==> src/inc/timer16_pkg.sv <==
// constants and carrier types for the 16-bit timer wave/mode control block
package timer16_pkg;
  localparam int ADDR_W = 4;
  localparam int CNT_W = 16;
  localparam int FILTER_LEN = 4;
  // register indices on the 8-bit cpu port
  localparam logic [3:0] REG_CTRL_A = 4'h0;
  localparam logic [3:0] REG_CTRL_B = 4'h1;
  localparam logic [3:0] REG_CNT_L = 4'h2;
  localparam logic [3:0] REG_CNT_H = 4'h3;
  localparam logic [3:0] REG_CMPA_L = 4'h4;
  localparam logic [3:0] REG_CMPA_H = 4'h5;
  localparam logic [3:0] REG_CMPB_L = 4'h6;
  localparam logic [3:0] REG_CMPB_H = 4'h7;
  localparam logic [3:0] REG_CAP_L = 4'h8;
  localparam logic [3:0] REG_CAP_H = 4'h9;
  // field positions
  localparam int ACT_A_HI = 7;
  localparam int ACT_A_LO = 6;
  localparam int ACT_B_HI = 5;
  localparam int ACT_B_LO = 4;
  localparam int MODE_LO_HI = 1;
  localparam int MODE_LO_LO = 0;
  localparam int MODE_HI_HI = 4;
  localparam int MODE_HI_LO = 3;
  localparam int FILTER_EN_BIT = 7;
  // reset values
  localparam logic [7:0] CTRL_A_RST = 8'h00;
  localparam logic [7:0] CTRL_B_RST = 8'h00;
  localparam logic [7:0] TEMP_RST = 8'h00;
  localparam logic [15:0] VAL_RST = 16'h0000;
  // fixed counter limits
  localparam logic [15:0] BOTTOM = 16'h0000;
  localparam logic [15:0] TOP_8 = 16'h00FF;
  localparam logic [15:0] TOP_9 = 16'h01FF;
  localparam logic [15:0] TOP_10 = 16'h03FF;
  localparam logic [15:0] MAX = 16'hFFFF;
  // action field codes
  localparam logic [1:0] ACT_OFF = 2'h0;
  localparam logic [1:0] ACT_TOGGLE = 2'h1;
  localparam logic [1:0] ACT_CLEAR = 2'h2;
  localparam logic [1:0] ACT_SET = 2'h3;

  typedef enum logic [1:0] {
    WAVE_NONPWM,
    WAVE_FAST,
    WAVE_DUAL,
    WAVE_NONE
  } wave_kind_e;

  typedef struct packed {
    wave_kind_e kind;
    logic [15:0] top_fixed;
    logic top_cmpa;
    logic top_cap;
    logic upd_now;
    logic upd_top;
    logic upd_bottom;
    logic ovf_max;
    logic ovf_top;
    logic ovf_bottom;
  } mode_info_s;

  typedef struct packed {
    logic [3:0] addr;
    logic wr;
    logic rd;
    logic [7:0] wdata;
  } cpu_req_s;
endpackage

==> src/verilog/timer16_wave_mode_control.sv <==
// 16-bit timer with mode table, two compare outputs and capture filter
// What this block does
// - action fields at control A bits 7:6, 5:4
// - nonzero action overrides pin; direction gates drive
// - non-PWM: off, toggle, clear, set on match
// - fast PWM: 10 clear-match/set-bottom, 11 inverse
// - PWM 01: off, or toggle A if top bit
// - dual-slope: 10 clear up, set down; 11 inverse
// - fast PWM 10/11: compare equal TOP ignores match
// - mode from control A 1:0 and B
// - fixed-top modes: buffered at TOP, own overflow
// - normal and clear-on-match: immediate update, MAX flag
// - phase-frequency modes: update and flag at BOTTOM
// - phase correct/fast variable TOP; 13 reserved
// - filter needs four equal samples to change
// - shared high-byte holder; low byte transfers all
`timescale 1ns/1ps
module timer16_wave_mode_control
  import timer16_pkg::*;
(
  input wire logic i_clk,
  input wire logic i_reset_n,
  input wire cpu_req_s i_cpu,
  output logic [7:0] o_rdata,
  input wire logic i_capture_input_pin,
  input wire logic [1:0] i_port_out,
  input wire logic [1:0] i_dir_out,
  output logic o_chan_a_wave_out,
  output logic o_chan_a_oe_n,
  output logic o_chan_b_wave_out,
  output logic o_chan_b_oe_n,
  output logic o_overflow_flag,
  output logic o_capture_event
);
  logic [7:0] ctrl_a_q, ctrl_a_d, ctrl_b_q, ctrl_b_d, temp_q, temp_d;
  logic [7:0] rdata_q, rdata_d;
  logic [15:0] cnt_q, cnt_d, cap_q, cap_d, top;
  logic [15:0] buf_q [2];
  logic [15:0] buf_d [2];
  logic [15:0] cmp_q [2];
  logic [15:0] cmp_d [2];
  logic down_q, down_d, ovf_q, ovf_d, capev_q, capev_d;
  logic [FILTER_LEN-1:0] samp_q, samp_d;
  logic filt_q, filt_d, prev_q, prev_d, sel, cnt_wr;
  logic [3:0] wave_mode_sel;
  logic [1:0] act [2];
  logic [1:0] wave_q, pin_q, oe_n_q;
  mode_info_s mi;

  assign wave_mode_sel = {ctrl_b_q[MODE_HI_HI:MODE_HI_LO],
                          ctrl_a_q[MODE_LO_HI:MODE_LO_LO]};
  assign act[0] = ctrl_a_q[ACT_A_HI:ACT_A_LO];
  assign act[1] = ctrl_a_q[ACT_B_HI:ACT_B_LO];
  assign cnt_wr = i_cpu.wr && i_cpu.addr == REG_CNT_L;

  // mode table decode
  always_comb begin
    mi = '0;
    mi.kind = WAVE_DUAL;
    mi.top_fixed = MAX;
    case (wave_mode_sel)
      4'h0, 4'h4, 4'hC: begin
        mi.kind = WAVE_NONPWM;
        mi.top_cmpa = wave_mode_sel == 4'h4;
        mi.top_cap = wave_mode_sel == 4'hC;
        mi.upd_now = 1'b1;
        mi.ovf_max = 1'b1;
      end
      4'h1, 4'h2, 4'h3, 4'hA, 4'hB: begin
        mi.top_fixed = wave_mode_sel[1] ?
                       (wave_mode_sel[0] ? TOP_10 : TOP_9) : TOP_8;
        mi.top_cap = wave_mode_sel == 4'hA;
        mi.top_cmpa = wave_mode_sel == 4'hB;
        mi.upd_top = 1'b1;
        mi.ovf_bottom = 1'b1;
      end
      4'h8, 4'h9: begin
        mi.top_cap = !wave_mode_sel[0];
        mi.top_cmpa = wave_mode_sel[0];
        mi.upd_bottom = 1'b1;
        mi.ovf_bottom = 1'b1;
      end
      4'h5, 4'h6, 4'h7, 4'hE, 4'hF: begin
        mi.kind = WAVE_FAST;
        mi.top_fixed = wave_mode_sel[1] ?
                       (wave_mode_sel[0] ? TOP_10 : TOP_9) : TOP_8;
        mi.top_cap = wave_mode_sel == 4'hE;
        mi.top_cmpa = wave_mode_sel == 4'hF;
        mi.upd_top = 1'b1;
        mi.ovf_top = 1'b1;
      end
      default: mi.kind = WAVE_NONE;
    endcase
  end

  assign top = mi.top_cmpa ? cmp_q[0] : (mi.top_cap ? cap_q : mi.top_fixed);

  always_comb begin
    ctrl_a_d = ctrl_a_q;
    ctrl_b_d = ctrl_b_q;
    temp_d = temp_q;
    rdata_d = 8'h00;
    cnt_d = cnt_q;
    down_d = down_q;
    cap_d = cap_q;
    buf_d = buf_q;
    cmp_d = cmp_q;
    // read side: counter and capture low byte reads park the high byte in the shared holder
    if (i_cpu.rd) begin
      case (i_cpu.addr)
        REG_CTRL_A: rdata_d = ctrl_a_q;
        REG_CTRL_B: rdata_d = ctrl_b_q;
        REG_CNT_L: begin
          rdata_d = cnt_q[7:0];
          temp_d = cnt_q[15:8];
        end
        REG_CAP_L: begin
          rdata_d = cap_q[7:0];
          temp_d = cap_q[15:8];
        end
        REG_CNT_H, REG_CAP_H: rdata_d = temp_q;
        // compare reads bypass the holder
        REG_CMPA_L: rdata_d = buf_q[0][7:0];
        REG_CMPA_H: rdata_d = buf_q[0][15:8];
        REG_CMPB_L: rdata_d = buf_q[1][7:0];
        REG_CMPB_H: rdata_d = buf_q[1][15:8];
        default: rdata_d = 8'h00;
      endcase
    end
    // counting sequence
    if (mi.kind == WAVE_DUAL) begin
      if (!down_q && cnt_q >= top) begin
        down_d = 1'b1;
        cnt_d = cnt_q - 16'h0001;
      end else if (down_q && cnt_q == BOTTOM) begin
        down_d = 1'b0;
        cnt_d = cnt_q + 16'h0001;
      end else begin
        cnt_d = down_q ? cnt_q - 16'h0001 : cnt_q + 16'h0001;
      end
    end else begin
      down_d = 1'b0;
      cnt_d = (cnt_q >= top) ? BOTTOM : cnt_q + 16'h0001;
    end
    // compare buffer transfer point
    for (int i = 0; i < 2; i++) begin
      if (mi.upd_now || (mi.upd_top && cnt_q == top) ||
          (mi.upd_bottom && cnt_q == BOTTOM))
        cmp_d[i] = buf_q[i];
    end
    // capture: disconnected while the capture register sets TOP
    if (sel && !prev_q && !mi.top_cap)
      cap_d = cnt_q;
    // write side: all 16-bit low-byte writes take the holder in one cycle
    if (i_cpu.wr) begin
      case (i_cpu.addr)
        REG_CTRL_A: ctrl_a_d = i_cpu.wdata;
        REG_CTRL_B: ctrl_b_d = i_cpu.wdata;
        REG_CNT_H, REG_CMPA_H, REG_CMPB_H, REG_CAP_H:
          temp_d = i_cpu.wdata;
        REG_CNT_L: cnt_d = {temp_q, i_cpu.wdata};
        REG_CMPA_L: buf_d[0] = {temp_q, i_cpu.wdata};
        REG_CMPB_L: buf_d[1] = {temp_q, i_cpu.wdata};
        REG_CAP_L: cap_d = {temp_q, i_cpu.wdata};
        default: ;
      endcase
    end
    ovf_d = (mi.ovf_max && cnt_q == MAX) || (mi.ovf_top && cnt_q == top) ||
            (mi.ovf_bottom && down_q && cnt_q == BOTTOM);
    capev_d = sel && !prev_q && !mi.top_cap;
  end

  // capture filter: output moves only on a full run of equal samples
  assign samp_d = {samp_q[FILTER_LEN-2:0], i_capture_input_pin};
  always_comb begin
    filt_d = filt_q;
    if (&samp_q)
      filt_d = 1'b1;
    else if (~|samp_q)
      filt_d = 1'b0;
  end
  assign sel = ctrl_b_q[FILTER_EN_BIT] ? filt_q : samp_q[0];
  assign prev_d = sel;

  always_ff @(posedge i_clk or negedge i_reset_n) begin
    if (!i_reset_n) begin
      ctrl_a_q <= CTRL_A_RST;
      ctrl_b_q <= CTRL_B_RST;
      temp_q <= TEMP_RST;
      rdata_q <= 8'h00;
      cnt_q <= VAL_RST;
      down_q <= 1'b0;
      cap_q <= VAL_RST;
      buf_q <= '{VAL_RST, VAL_RST};
      cmp_q <= '{VAL_RST, VAL_RST};
      ovf_q <= 1'b0;
      capev_q <= 1'b0;
      samp_q <= '0;
      filt_q <= 1'b0;
      prev_q <= 1'b0;
    end else begin
      ctrl_a_q <= ctrl_a_d;
      ctrl_b_q <= ctrl_b_d;
      temp_q <= temp_d;
      rdata_q <= rdata_d;
      cnt_q <= cnt_d;
      down_q <= down_d;
      cap_q <= cap_d;
      buf_q <= buf_d;
      cmp_q <= cmp_d;
      ovf_q <= ovf_d;
      capev_q <= capev_d;
      samp_q <= samp_d;
      filt_q <= filt_d;
      prev_q <= prev_d;
    end
  end

  for (genvar g = 0; g < 2; g++) begin : g_chan
    logic match, wave_d, pin_d, ovr;
    always_comb begin
      match = cnt_q == cmp_q[g];
      wave_d = wave_q[g];
      ovr = act[g] != ACT_OFF && mi.kind != WAVE_NONE;
      if (mi.kind == WAVE_NONPWM && match) begin
        case (act[g])
          ACT_TOGGLE: wave_d = !wave_q[g];
          ACT_CLEAR: wave_d = 1'b0;
          ACT_SET: wave_d = 1'b1;
          default: ;
        endcase
      end else if (mi.kind == WAVE_FAST || mi.kind == WAVE_DUAL) begin
        if (act[g] == ACT_TOGGLE) begin
          // code 01 only drives channel A, and only with the top mode bit
          ovr = wave_mode_sel[3] && g == 0;
          if (ovr && match)
            wave_d = !wave_q[g];
        end else if (act[g][1] && mi.kind == WAVE_FAST) begin
          if (cnt_q == BOTTOM)
            wave_d = !act[g][0];
          if (match && cmp_q[g] != top)
            wave_d = act[g][0];
        end else if (act[g][1] && match) begin
          wave_d = down_q ? !act[g][0] : act[g][0];
        end
      end
      pin_d = ovr ? wave_d : i_port_out[g];
    end
    always_ff @(posedge i_clk or negedge i_reset_n) begin
      if (!i_reset_n) begin
        wave_q[g] <= 1'b0;
        pin_q[g] <= 1'b0;
        oe_n_q[g] <= 1'b1;
      end else begin
        wave_q[g] <= wave_d;
        pin_q[g] <= pin_d;
        oe_n_q[g] <= !i_dir_out[g];
      end
    end
  end

  assign o_rdata = rdata_q;
  assign o_chan_a_wave_out = pin_q[0];
  assign o_chan_b_wave_out = pin_q[1];
  assign o_chan_a_oe_n = oe_n_q[0];
  assign o_chan_b_oe_n = oe_n_q[1];
  assign o_overflow_flag = ovf_q;
  assign o_capture_event = capev_q;
endmodule

==> config.mk <==
export PLATFORM = sky130hd
export DESIGN_NAME = timer16_wave_mode_control
export DESIGN_NICKNAME = d
export VERILOG_FILES = /design/src/inc/timer16_pkg.sv /design/src/verilog/timer16_wave_mode_control.sv
export SDC_FILE = /design/constraint.sdc
export NUM_CORES = 1
export LEC_CHECK = 0
export CORE_MARGIN = 2
export CORE_UTILIZATION = 40
export CTS_BUF_LIST = sky130_fd_sc_hd__clkbuf_2
export DETAILED_ROUTE_END_ITERATION = 7
export DONT_BUFFER_PORTS = 1
export SLEW_MARGIN = 40
export SYNTH_ARGS = -nofsm -noshare
export SYNTH_HDL_FRONTEND = slang
export SYNTH_SLANG_ARGS = --single-unit
==> constraint.sdc <==
create_clock -name i_clk -period 10.75 [get_ports i_clk]
set_input_delay 0.5375 -clock i_clk [delete_from_list [all_inputs] [get_ports i_clk]]
set_output_delay 0.5375 -clock i_clk [all_outputs]
set_load 0.005 [all_outputs]
==> impl_metrics.yaml <==
final_layout:
  fill_cells: 2298
  nNetsFinal: 1041
  final_cell_mix: "140 x dfrtp_1, 76 x mux2_2, 75 x nand2_1, 64 x o21ai_0, 50 x nor2_1"
  drive_above_1_share_pct: 13.9
  area.growth.synth_to_final_pct: 6.99
  mostFrequentLayoutCell: "dfrtp_1"
  final_cells: 1330
  finish.instance_area_sq_mm: 0.0101
setup_path:
  rr_worst_depth: 13
  end_kind: "register"
  cp_slowest_cell: "dfrtp_1"
  r2r-end: "cnt_q[14]$_DFF_PN0_"
  path_cells: "nor2b_1 -> o22ai_1 -> a21oi_1 -> inv_1 -> ha_1 -> and3_1 -> a221o_1 -> a221oi_1 -> nand4_1 -> nand3_2 -> mux2i_1 -> xor2_1 -> a22o_1"
  timing.critical_path.buf_inv: 1
  start_kind: "register"
  cp-startpoint: "ctrl_b_q[3]$_DFFE_PN0P_"
  cp.depth: 13
  cpPeakStageDelay_ns: 0.84
  path_max_fanout: 22
  regToRegStartpoint: "ctrl_b_q[3]$_DFFE_PN0P_"
  crit_family: "simple AND/OR/NAND/NOR gates"
  rrSetupSlack_ns: 6.10
  arrival_ns: 5.27
  crit_type: "register to register"
  required_ns: 11.37
  critPathCapture: "cnt_q[14]$_DFF_PN0_"
clock_tree:
  cts_tree: "built"
  clk_path_buf_depth: 2
  cts.repair.resized: 0
  cts_inserted_buffers: 17
  clock_latency_ns: 0.74
  root_buffer: "clkbuf_2"
  clk_pin_slew_ns: 0.26
  postCtsSetupRepairBufs: 0
  cts_hold_buf: 21
  htreeDepth: 4
  cts.sinks: 143
detailed_routing:
  drt-wirelength-per-cell_um: 25.7
  first_pass_iters: 6
  ant_nets: 0
  via_per_inst: 6.36
  vias: 8463
  wirelength_mm: 34.1
  drc: 0
  drt_iter0_markers: 943
run:
  max_cap_violations: 0
synthesis:
  syn_avg_cell_area_sq_um: 9.32
  synthFlopType: "dfrtp_1"
  synth_cell_types: 79
  yosysWarnings: 0
  ys_ff_latch: 143
  mappedNetlistArea_sq_mm: 0.00948
  async_flop_share_pct: 100
  synth_edf_count: 0
  synthesis.nets: 1062
  synthCells: 1018
  synth-seq-area-share_pct: 37.8
place:
  placed_cells: 1275
  io_buffer_count: 0
  hpwl_mm: 23.9
  finalWeightedCongestion: 0.989
  place_area_sq_mm: 0.00966
global_routing:
  grt.busiest_layer: "met2"
  grt_antenna_before_repair: 1
  track_usage_pct: 28.1
  grt_max_degree: 144
  grt_util_met1_pct: 40.4
  grt_use_met3_pct: 4.38
  gr-usage-met2_pct: 42.6
  grt_pass1_vias: 8062
  grt_pass1_wl_mm: 51.8
  overflow: 0
pwr:
  p_sw_w: 0.00133
  power_frac_comb_pct: 46.5
  p_leak_nw: 4.28
  vdd_drop_max_v: 0.0000913
  seq_power_share_pct: 41.6
  swShare_pct: 49.8
  internal-power_w: 0.00133
  clockPowerShare_pct: 11.9
  power_density_mw_per_mm2: 262
outcome:
  outcome: "completed"
timing:
  period_needed_ns: 4.65
  timing.final.crit_share_pct: 43.3
  slew_headroom_pct: 41.9
  finalSetupViolCount: 0
  rsz0062_at_grt: "false"
  skew_ns: 0.0485
  finalSetupTns_ns: 0
  worst_pin_slew_ns: 0.869
  final-hold-violation-count: 0
  max_freq_mhz: 215
  hold_slack_ns: 0.0370
  finalMaxSlewViolations: 0
floorplan:
  core-area_sq_mm: 0.0234
  die_h_um: 158
  die_w_um: 158
  initial_core_util_pct: 40.5
  io_pins: 35
  core.rowCount: 56
  die_area_sq_mm: 0.0250
hold_path:
  min_path_type: "input pin to register"
## stage by stage
| step | util, % | setup WS, ns | power [W] |
|---|---|---|---|
| CTS | 43.2 | 6.27 | 0.00263 |
| finish | 43.4 | 6.10 | 0.00266 |
| floorplan | - | 7.25 | 0.00186 |
| global placement | 41.2 | 6.40 | 0.00228 |
| detailed placement | 41.3 | 6.33 | 0.00228 |
| global route | 43.4 | 5.89 | 0.00282 |
## synthesized netlist by cell type, drive strengths merged, types with 5 or more instances
| cell type | n | area (sq um) |
|---|---|---|
| a21oi | 47 | 235 |
| dfrtp | 141 | 3530 |
| a31oi | 8 | 50.1 |
| ha | 23 | 288 |
| clkbuf | 47 | 176 |
| nor4 | 11 | 75.1 |
| xnor2 | 30 | 263 |
| nand3 | 18 | 95.1 |
| o21ai | 67 | 335 |
| a221oi | 9 | 78.8 |
| nor2 | 52 | 210 |
| o211ai | 9 | 67.6 |
| nand2b | 32 | 200 |
| nor2b | 9 | 56.3 |
| or3 | 8 | 50.1 |
| a211oi | 10 | 75.1 |
| mux2i | 33 | 330 |
| and3 | 10 | 62.6 |
| a22o | 27 | 236 |
| nand4 | 19 | 119 |
| a21o | 16 | 120 |
| o22ai | 18 | 113 |
| mux2 | 76 | 856 |
| and2 | 6 | 37.5 |
| nor3 | 27 | 135 |
| nand2 | 75 | 282 |
| buf | 27 | 144 |
| xor2 | 22 | 193 |
| inv | 40 | 150 |
| a22oi | 12 | 90.1 |
| a32oi | 6 | 52.6 |
| o31a | 5 | 43.8 |
## tightest hold or removal path: stages
cell	delay (ns)
a21oi_1	0.02
a31oi_1	0.13
a21oi_1	0.08
## layout make-up
cell class / count / area, sq um / area share [%]
Multi-Input combinational cell: 761 / 5440 / 53.6
Sequential cell: 143 / 3580 / 35.3
Tap cell: 319 / 399 / 3.93
Timing Repair Buffer: 34 / 345 / 3.40
Inverter: 40 / 150 / 1.48
Clock inverter: 15 / 141 / 1.39
Clock buffer: 17 / 85.1 / 0.838
Antenna cell: 1 / 2.50 / 0.0247
## power groups by stage
stage / Combinational [W] / Sequential, W / Clock (W)
after global routing: 0.00136 / 0.00112 / 0.000349
final: 0.00124 / 0.00111 / 0.000317
after CTS: 0.00122 / 0.00108 / 0.000327
after detailed placement: 0.00118 / 0.00110 / 0
after floorplan: 0.000990 / 0.000866 / 0
after global placement: 0.00118 / 0.00110 / 0
## routing by layer
| metal | vias to the layer above | share of wire (%) |
|---|---|---|
| met5 | - | 0 |
| met4 | 0 | 3.5 |
| met3 | 71 | 8.2 |
| met2 | 451 | 44 |
| met1 | 4190 | 44 |
| li1 | 3751 | - |
## sequential cells by signal (all words and copies together) (netlist names)
register,flops
buf_q,32
cap_q,16
cmp_q,32
cnt_q,16
ctrl_a_q,8
ctrl_b_q,8
down_q,1
filt_q,1
o_capture_event,1
o_chan_a_oe_n,1
o_chan_a_wave_out,1
o_chan_b_oe_n,1
o_chan_b_wave_out,1
o_overflow_flag,1
o_rdata,8
prev_q,1
samp_q,4
temp_q,8
wave_q,2
## logic make-up (layout without fill, tap and decap cells)
| logic type | count (synthesis) | count (layout) | share of synthesized area [%] |
|---|---|---|---|
| compound gates | 286 | 286 | 20.9 |
| xor+xnor | 52 | 52 | 4.80 |
| fa+ha+maj | 23 | 23 | 3.03 |
| buf+inv | 114 | 106 | 4.96 |
| flops | 143 | 143 | 37.8 |
| mux | 109 | 109 | 12.5 |
| other cells | 0 | 1 | 0 |
| simple gates | 291 | 291 | 16.1 |
## worst min-delay path by stage
stage	from	to	slack, ns	depth (start not counted)
final	i_cpu[11]	o_rdata[6]$_DFF_PN0_	0.04	3
after global routing	i_cpu[11]	o_rdata[6]$_DFF_PN0_	0.003	3
after CTS	i_cpu[11]	o_rdata[6]$_DFF_PN0_	0.003	3
after detailed placement	i_reset_n	o_chan_b_wave_out$_DFF_PN0_	0.25	0
after global placement	i_reset_n	o_chan_b_wave_out$_DFF_PN0_	0.25	0
after floorplan	i_reset_n	buf_q[0]$_DFFE_PN0P_	0.24	0
Power figures use the tool's default switching activity.
